--- config.mk ---
export PLATFORM = sky130hd
export DESIGN_NAME = mpw_unit
export DESIGN_NICKNAME = d
export VERILOG_FILES = /design/src/mpw_pkg.sv /design/src/mpw_unit.sv
export SDC_FILE = /design/constraint.sdc
export NUM_CORES = 1
export LEC_CHECK = 0
export BUFFER_PORTS_ARGS = -buffer_cell sky130_fd_sc_hd__clkbuf_2
export CELL_PAD_IN_SITES_DETAIL_PLACEMENT = 0
export CELL_PAD_IN_SITES_GLOBAL_PLACEMENT = 1
export CORE_MARGIN = 8
export CORE_UTILIZATION = 30
export DETAILED_ROUTE_END_ITERATION = 12
export GPL_ROUTABILITY_DRIVEN = 0
export PLACE_DENSITY = 0.61
export SYNTH_ARGS = -nofsm -noshare
export SYNTH_HDL_FRONTEND = slang
export SYNTH_SLANG_ARGS = --single-unit
export TNS_END_PERCENT = 5
--- constraint.sdc ---
create_clock -name i_clock -period 3.8 [get_ports i_clock]
set_input_delay 0.57 -clock i_clock [delete_from_list [all_inputs] [get_ports i_clock]]
set_output_delay 0.57 -clock i_clock [all_outputs]
set_load 0.02 [all_outputs]
--- src/mpw_pkg.sv ---
// Purpose: shared constants for the match based pulse width modulator
// Assumes: one clock domain, control bits arrive as plain ports
// Notes: counts and reset values live here so the core holds no bare numbers
package mpw_pkg;
	localparam int COUNT_W = 32;
	localparam int MATCH_N = 7;
	localparam int OUT_N = 6;
	localparam int CYCLE_IDX = 0;
	localparam logic [31:0] COUNT_RESET = 32'h0000_0000;
	localparam logic [31:0] COUNT_STEP = 32'h0000_0001;
	localparam logic [31:0] MATCH_RESET = 32'h0000_0000;
	localparam logic [6:0] FLAG_RESET = 7'h00;
	localparam logic [5:0] PWM_RESET = 6'h00;
endpackage : mpw_pkg

--- src/mpw_unit.sv ---
// Purpose: prescaled 32-bit counter with seven match units driving six modulated outputs
// Assumes: all control inputs come from logic on i_clock, so none is synchronised
// Notes: shadow match values load at a cycle match only after release while modulating
`timescale 1ns/10ps

// Behaviour
// - prescaled 32-bit counter of clock cycles
// - seven match registers compared against counter
// - cycle match clears counter, sets period
// - single-edge outputs rise at cycle match
// - single-edge fall at own match value
// - double-edge uses two matches, period from cycle
// - edge order gives positive or negative pulse
// - double-edge edges at any count position
// - six single, up to five double (outputs 2 to 6), or mixed
// - match actions: continue, stop, reset, flag
// - any counts allowed, one shared period
// - released values apply only at cycle start
// - without modulation mode acts as timer
// - all match flags merged into one request
module mpw_unit #(
	parameter int COUNT_W = mpw_pkg::COUNT_W
) (
	// clock and reset
	input wire logic i_clock,
	input wire logic i_rst_n,
	// counter control
	input wire logic i_counter_enable,
	input wire logic i_counter_reset,
	input wire logic i_pwm_mode,
	input wire logic [COUNT_W-1:0] i_prescale,
	// match configuration
	input wire logic [mpw_pkg::MATCH_N-1:0][COUNT_W-1:0] i_match_value,
	input wire logic [mpw_pkg::MATCH_N-1:0] i_match_release,
	input wire logic [mpw_pkg::MATCH_N-1:0] i_match_intr,
	input wire logic [mpw_pkg::MATCH_N-1:0] i_match_reset,
	input wire logic [mpw_pkg::MATCH_N-1:0] i_match_stop,
	input wire logic [mpw_pkg::MATCH_N-1:0] i_flag_clear,
	// output configuration, bit 0 stands for output 1
	input wire logic [mpw_pkg::OUT_N-1:0] i_out_enable,
	input wire logic [mpw_pkg::OUT_N-1:0] i_double_edge,
	// status
	output logic [COUNT_W-1:0] o_count,
	output logic [COUNT_W-1:0] o_prescale_count,
	output logic o_running,
	output logic [mpw_pkg::MATCH_N-1:0] o_match_flag,
	output logic [mpw_pkg::MATCH_N-1:0] o_release_pending,
	output logic o_irq,
	// modulated pins, bit 0 stands for output 1
	output logic [mpw_pkg::OUT_N-1:0] o_pwm
);

	logic stopped;
	logic tick;
	logic cycle_wrap;
	logic any_reset;
	logic any_stop;
	logic [mpw_pkg::MATCH_N-1:0] hit;
	logic [mpw_pkg::MATCH_N-1:0][COUNT_W-1:0] shadow;
	logic [mpw_pkg::MATCH_N-1:0][COUNT_W-1:0] effective;
	logic [mpw_pkg::MATCH_N-1:0] next_flag;
	logic [mpw_pkg::OUT_N-1:0] next_pwm;

	// counting stops on a stop match and resumes only after enable is dropped and raised
	always_ff @(posedge i_clock or negedge i_rst_n) begin
		if (!i_rst_n) begin
			stopped <= 1'b0;
		end else if (!i_counter_enable) begin
			stopped <= 1'b0;
		end else if (any_stop) begin
			stopped <= 1'b1;
		end
	end

	assign tick = i_counter_enable && !stopped && !i_counter_reset
		&& (o_prescale_count == i_prescale);

	// prescaler restarts on reaching its value
	always_ff @(posedge i_clock or negedge i_rst_n) begin
		if (!i_rst_n) begin
			o_prescale_count <= COUNT_W'(mpw_pkg::COUNT_RESET);
		end else if (i_counter_reset || tick) begin
			o_prescale_count <= COUNT_W'(mpw_pkg::COUNT_RESET);
		end else if (i_counter_enable && !stopped) begin
			o_prescale_count <= o_prescale_count + COUNT_W'(mpw_pkg::COUNT_STEP);
		end
	end

	// timer mode compares live values; modulation compares only released shadows
	always_comb begin
		for (int m = 0; m < mpw_pkg::MATCH_N; m++) begin
			effective[m] = i_pwm_mode ? shadow[m] : i_match_value[m];
			hit[m] = tick && (o_count == effective[m]);
		end
	end

	// the cycle match always closes the period while modulating
	assign cycle_wrap = hit[mpw_pkg::CYCLE_IDX]
		&& (i_pwm_mode || i_match_reset[mpw_pkg::CYCLE_IDX]);
	assign any_reset = cycle_wrap || |(hit & i_match_reset);
	assign any_stop = |(hit & i_match_stop);

	// counter: a reset match wins over the increment so the count never overshoots
	always_ff @(posedge i_clock or negedge i_rst_n) begin
		if (!i_rst_n) begin
			o_count <= COUNT_W'(mpw_pkg::COUNT_RESET);
		end else if (i_counter_reset) begin
			o_count <= COUNT_W'(mpw_pkg::COUNT_RESET);
		end else if (any_reset) begin
			o_count <= COUNT_W'(mpw_pkg::COUNT_RESET);
		end else if (tick && !any_stop) begin
			o_count <= o_count + COUNT_W'(mpw_pkg::COUNT_STEP);
		end
	end

	always_ff @(posedge i_clock or negedge i_rst_n) begin
		if (!i_rst_n) begin
			o_running <= 1'b0;
		end else begin
			o_running <= i_counter_enable && !stopped && !any_stop && !i_counter_reset;
		end
	end

	// shadow loading: while modulating only at the cycle wrap, so a half-updated pair never shapes a pulse
	always_ff @(posedge i_clock or negedge i_rst_n) begin
		if (!i_rst_n) begin
			shadow <= '0;
			o_release_pending <= mpw_pkg::FLAG_RESET;
		end else begin
			for (int m = 0; m < mpw_pkg::MATCH_N; m++) begin
				if (!i_pwm_mode) begin
					shadow[m] <= i_match_value[m];
					o_release_pending[m] <= 1'b0;
				end else if (cycle_wrap && (o_release_pending[m] || i_match_release[m])) begin
					shadow[m] <= i_match_value[m];
					o_release_pending[m] <= 1'b0;
				end else if (i_match_release[m]) begin
					o_release_pending[m] <= 1'b1;
				end
			end
		end
	end

	// sticky flags: a hit in the cycle of its clear is kept
	always_comb begin
		for (int m = 0; m < mpw_pkg::MATCH_N; m++) begin
			next_flag[m] = (hit[m] && i_match_intr[m])
				|| (o_match_flag[m] && !i_flag_clear[m]);
		end
	end

	always_ff @(posedge i_clock or negedge i_rst_n) begin
		if (!i_rst_n) begin
			o_match_flag <= mpw_pkg::FLAG_RESET;
			o_irq <= 1'b0;
		end else begin
			o_match_flag <= next_flag;
			o_irq <= |next_flag;
		end
	end

	// output edges; reset beats set, so a fall matching the rise keeps the pin low
	always_comb begin
		for (int n = 1; n <= mpw_pkg::OUT_N; n++) begin
			logic set_edge;
			logic clr_edge;
			set_edge = 1'b0;
			clr_edge = hit[n];
			if (i_double_edge[n-1] && n > 1) begin
				set_edge = hit[n-1];
			end else begin
				set_edge = cycle_wrap;
			end
			if (!i_pwm_mode || !i_out_enable[n-1]) begin
				next_pwm[n-1] = 1'b0;
			end else if (clr_edge) begin
				next_pwm[n-1] = 1'b0;
			end else if (set_edge) begin
				next_pwm[n-1] = 1'b1;
			end else begin
				next_pwm[n-1] = o_pwm[n-1];
			end
		end
	end

	always_ff @(posedge i_clock or negedge i_rst_n) begin
		if (!i_rst_n) begin
			o_pwm <= mpw_pkg::PWM_RESET;
		end else begin
			o_pwm <= next_pwm;
		end
	end

endmodule : mpw_unit

==> out/qor.yml <==
status: "complete, no violations"
nFillCells: 5941
cts_tree: "built"
grt_pass1_wl_mm: 102.9
clock.fmax_mhz: 271.8
synth_top_area_cell: "dfrtp_1"
dp_cells: 2833
hp-class: "input pin to async pin"
drc_errors: 0
hpwl_mm: 54.42
design_area_um2: 23590
clock_sinks: 311
skew_ns: 0.02235
cp_max_fo: 15
fp.dieArea_um2: 68160
p_per_area_nw_per_um2: 376.4
hold_violations: 0
wire_per_inst_um: 24.51
antenna_found_initial: 8
slew_viol_final: 0
path_buf_inv: 2
synth_cell_types: 51
worst_pin_slew_ns: 1.047
multi_input_area_um2: 9829
worstSkewPairLatency_ns: 0.58
cp-start-kind: "register"
synthToLayoutAreaGrowth_pct: 30.90
synth-edff-count: 0
synth_area_um2: 18020
holdBufCountCts: 0
grt_max_degree: 111
slowest_stage: "or4_4"
avgSynthCellArea_um2: 11.28
fin_crit_ns: 3.679
yosys-top-cells-area: "dfrtp_1 (43%), mux2_2 (14%), mux2i_1 (13%)"
crit_arrival_ns: 4.18
pin_count: 394
rsz0062_at_grt: "false"
max-clock-path-buffers: 3
async_flop_share: 1.000
fin_nets: 2412
dr.pass1.iters: 4
ys_seq_area_frac: 0.4319
setup_ws_ns: 0.1210
portBuffers: 392
syn_inst: 1598
cts_buffers: 40
slowest_delay_ns: 0.57
min_period_over_period: 0.9682
floorplan.rows: 90
initial_utilization: 0.3008
cp-end-kind: "register"
path_clk_slew_ns: 0.06
grt_pass1_vias: 15360
ys.flop_type: "dfrtp_1"
yosysWarnings: 0
setup_tns_ns: 0
cp.required_ns: 4.30
synth_fp_nets: 1908
ir_drop_mv: 0.2514
placed_area_um2: 22140
viasPerCell: 4.975
grt.total_usage: 0.2043
drive_gt1_frac: 0.4065
crit_chain: "xor2_1, or4bb_1, or4_4, or4_4, a2111oi_4, nand4_4, buf_4, clkbuf_16, or3_1, a21oi_1"
crit_top_cell: "or4_4"
r2r_slack_ns: 0.12
p_total_mw: 8.877
max_slew_margin: 0.2841
core_um2: 59910
root_buffer: "clkbuf_16"
critical-path-top-delay-family: "simple AND/OR/NAND/NOR gates"
ant_nets: 0
wl_mm: 71.39
route.vias.total: 14490
ys_ff_latch: 311
fin_cells: 2913
drt_iter0_markers: 859
regArea_um2: 7784
setup_viol: 0
overflow: 0
post-place-ws_ns: -0.1967
cts_max_level: 2
p_leak_nw: 10.48
drv_cap: 0
die_y_um: 261.1
die_x_um: 261.1
critical_path_class: "register to register"
synth_top_area_share: 0.4319
==> cell usage in the layout (no fill, tap or decap), types with 3 or more instances in the layout <==
| master | instances |
|---|---|
| o21ai_0 | 36 |
| clkbuf_8 | 8 |
| diode_2 | 3 |
| clkbuf_2 | 390 |
| o21ai_2 | 5 |
| or3_1 | 31 |
| and4_1 | 5 |
| or4bb_1 | 3 |
| xor2_1 | 35 |
| and2_1 | 6 |
| mux2i_1 | 227 |
| mux2_2 | 224 |
| clkbuf_16 | 43 |
| or4_1 | 11 |
| a211oi_1 | 5 |
| nand2_1 | 41 |
| a21oi_1 | 33 |
| nand3_1 | 26 |
| clkinv_2 | 4 |
| inv_1 | 22 |
| and3_1 | 15 |
| o31ai_1 | 5 |
| buf_12 | 25 |
| nor3_1 | 15 |
| nor2b_1 | 6 |
| nor4_1 | 63 |
| clkbuf_1 | 10 |
| xnor2_1 | 246 |
| nand4_1 | 33 |
| buf_4 | 144 |
| dfrtp_1 | 310 |
| nor2_1 | 56 |
==> power breakdown <==
part           total (mW)  switching (mW)  internal (mW)
registers            3.68           0.122           3.56
logic                1.35           0.636          0.717
clock network        3.84            1.57           2.27
==> per-layer routing <==
layer	vias up	GRT usage	routed length, um
met5	-	0	68
met4	10	0.05327	1553
met3	90	0.04932	4731
met2	430	0.3493	34810
met1	7244	0.2567	30220
li1	6719	-	-
==> final cells by class <==
| class | count | share of cell area |
|---|---|---|
| clock buffer | 59 | 0.04976 |
| timing repair buffer | 563 | 0.1532 |
| sequential | 311 | 0.3300 |
| inverter | 22 | 0.003501 |
| multi-input combinational | 1164 | 0.4167 |
| antenna | 3 | 0.0003183 |
| tap | 782 | 0.04148 |
| clock inverter | 9 | 0.004986 |
==> synthesized netlist by cell type, drive strengths merged (3+ instances only) <==
| library cell | count |
|---|---|
| and2 | 6 |
| and3 | 15 |
| or3 | 31 |
| dfrtp | 311 |
| buf | 46 |
| nand2 | 41 |
| or4 | 13 |
| or4bb | 3 |
| o31ai | 5 |
| and4 | 5 |
| a21oi | 35 |
| mux2i | 227 |
| nor4 | 65 |
| nand3 | 26 |
| nor2b | 6 |
| clkbuf | 55 |
| inv | 22 |
| nor3 | 15 |
| mux2 | 224 |
| nor2 | 56 |
| nand4 | 34 |
| xor2 | 35 |
| o21ai | 43 |
| xnor2 | 248 |
| a211oi | 5 |
==> state kept, by name, indices dropped and copies added, names as in the netlist <==
register	flops
o_count	32
o_irq	1
o_match_flag	7
o_prescale_count	32
o_pwm	6
o_release_pending	7
o_running	1
shadow	224
stopped	1
==> repair_timing <==
action,CTS,global route
endpoints found under the setup margin,0,198
resized for setup,0,9
hold endpoints to repair,0,0
buffers inserted,0,7
==> cell families after synthesis <==
| logic type | count (synthesis) | share of synthesized area |
|---|---|---|
| compound gates | 105 | 0.03555 |
| xor+xnor | 283 | 0.1376 |
| fa+ha+maj | 2 | 0.001389 |
| buf+inv | 123 | 0.02791 |
| flops | 311 | 0.4319 |
| mux | 451 | 0.2661 |
| simple gates | 323 | 0.09958 |
==> path summary, 6_finish.rpt <==
kind,start,depth (start not counted),to
setup / recovery,o_prescale_count[0],10,o_count[11]
hold / removal,i_rst_n,1,shadow[6]
setup reg to reg,o_prescale_count[0],10,o_count[11]
hold reg to reg,shadow[219],1,shadow[219]
max in group asynchronous,i_rst_n,2,o_prescale_count[8]
min in group i_clock,i_out_enable[1],3,o_pwm[1]
==> metrics by stage <==
step | hold WS, ns | util
after detailed placement | 0.4952 | 0.3696
final | 0.05769 | 0.3937
after global routing | 0.1377 | 0.3937
after global placement | 0.4881 | 0.3696
after floorplan | 0.2744 | -
after CTS | 0.1213 | 0.3911
No activity file was read; power rests on OpenSTA's default activity.
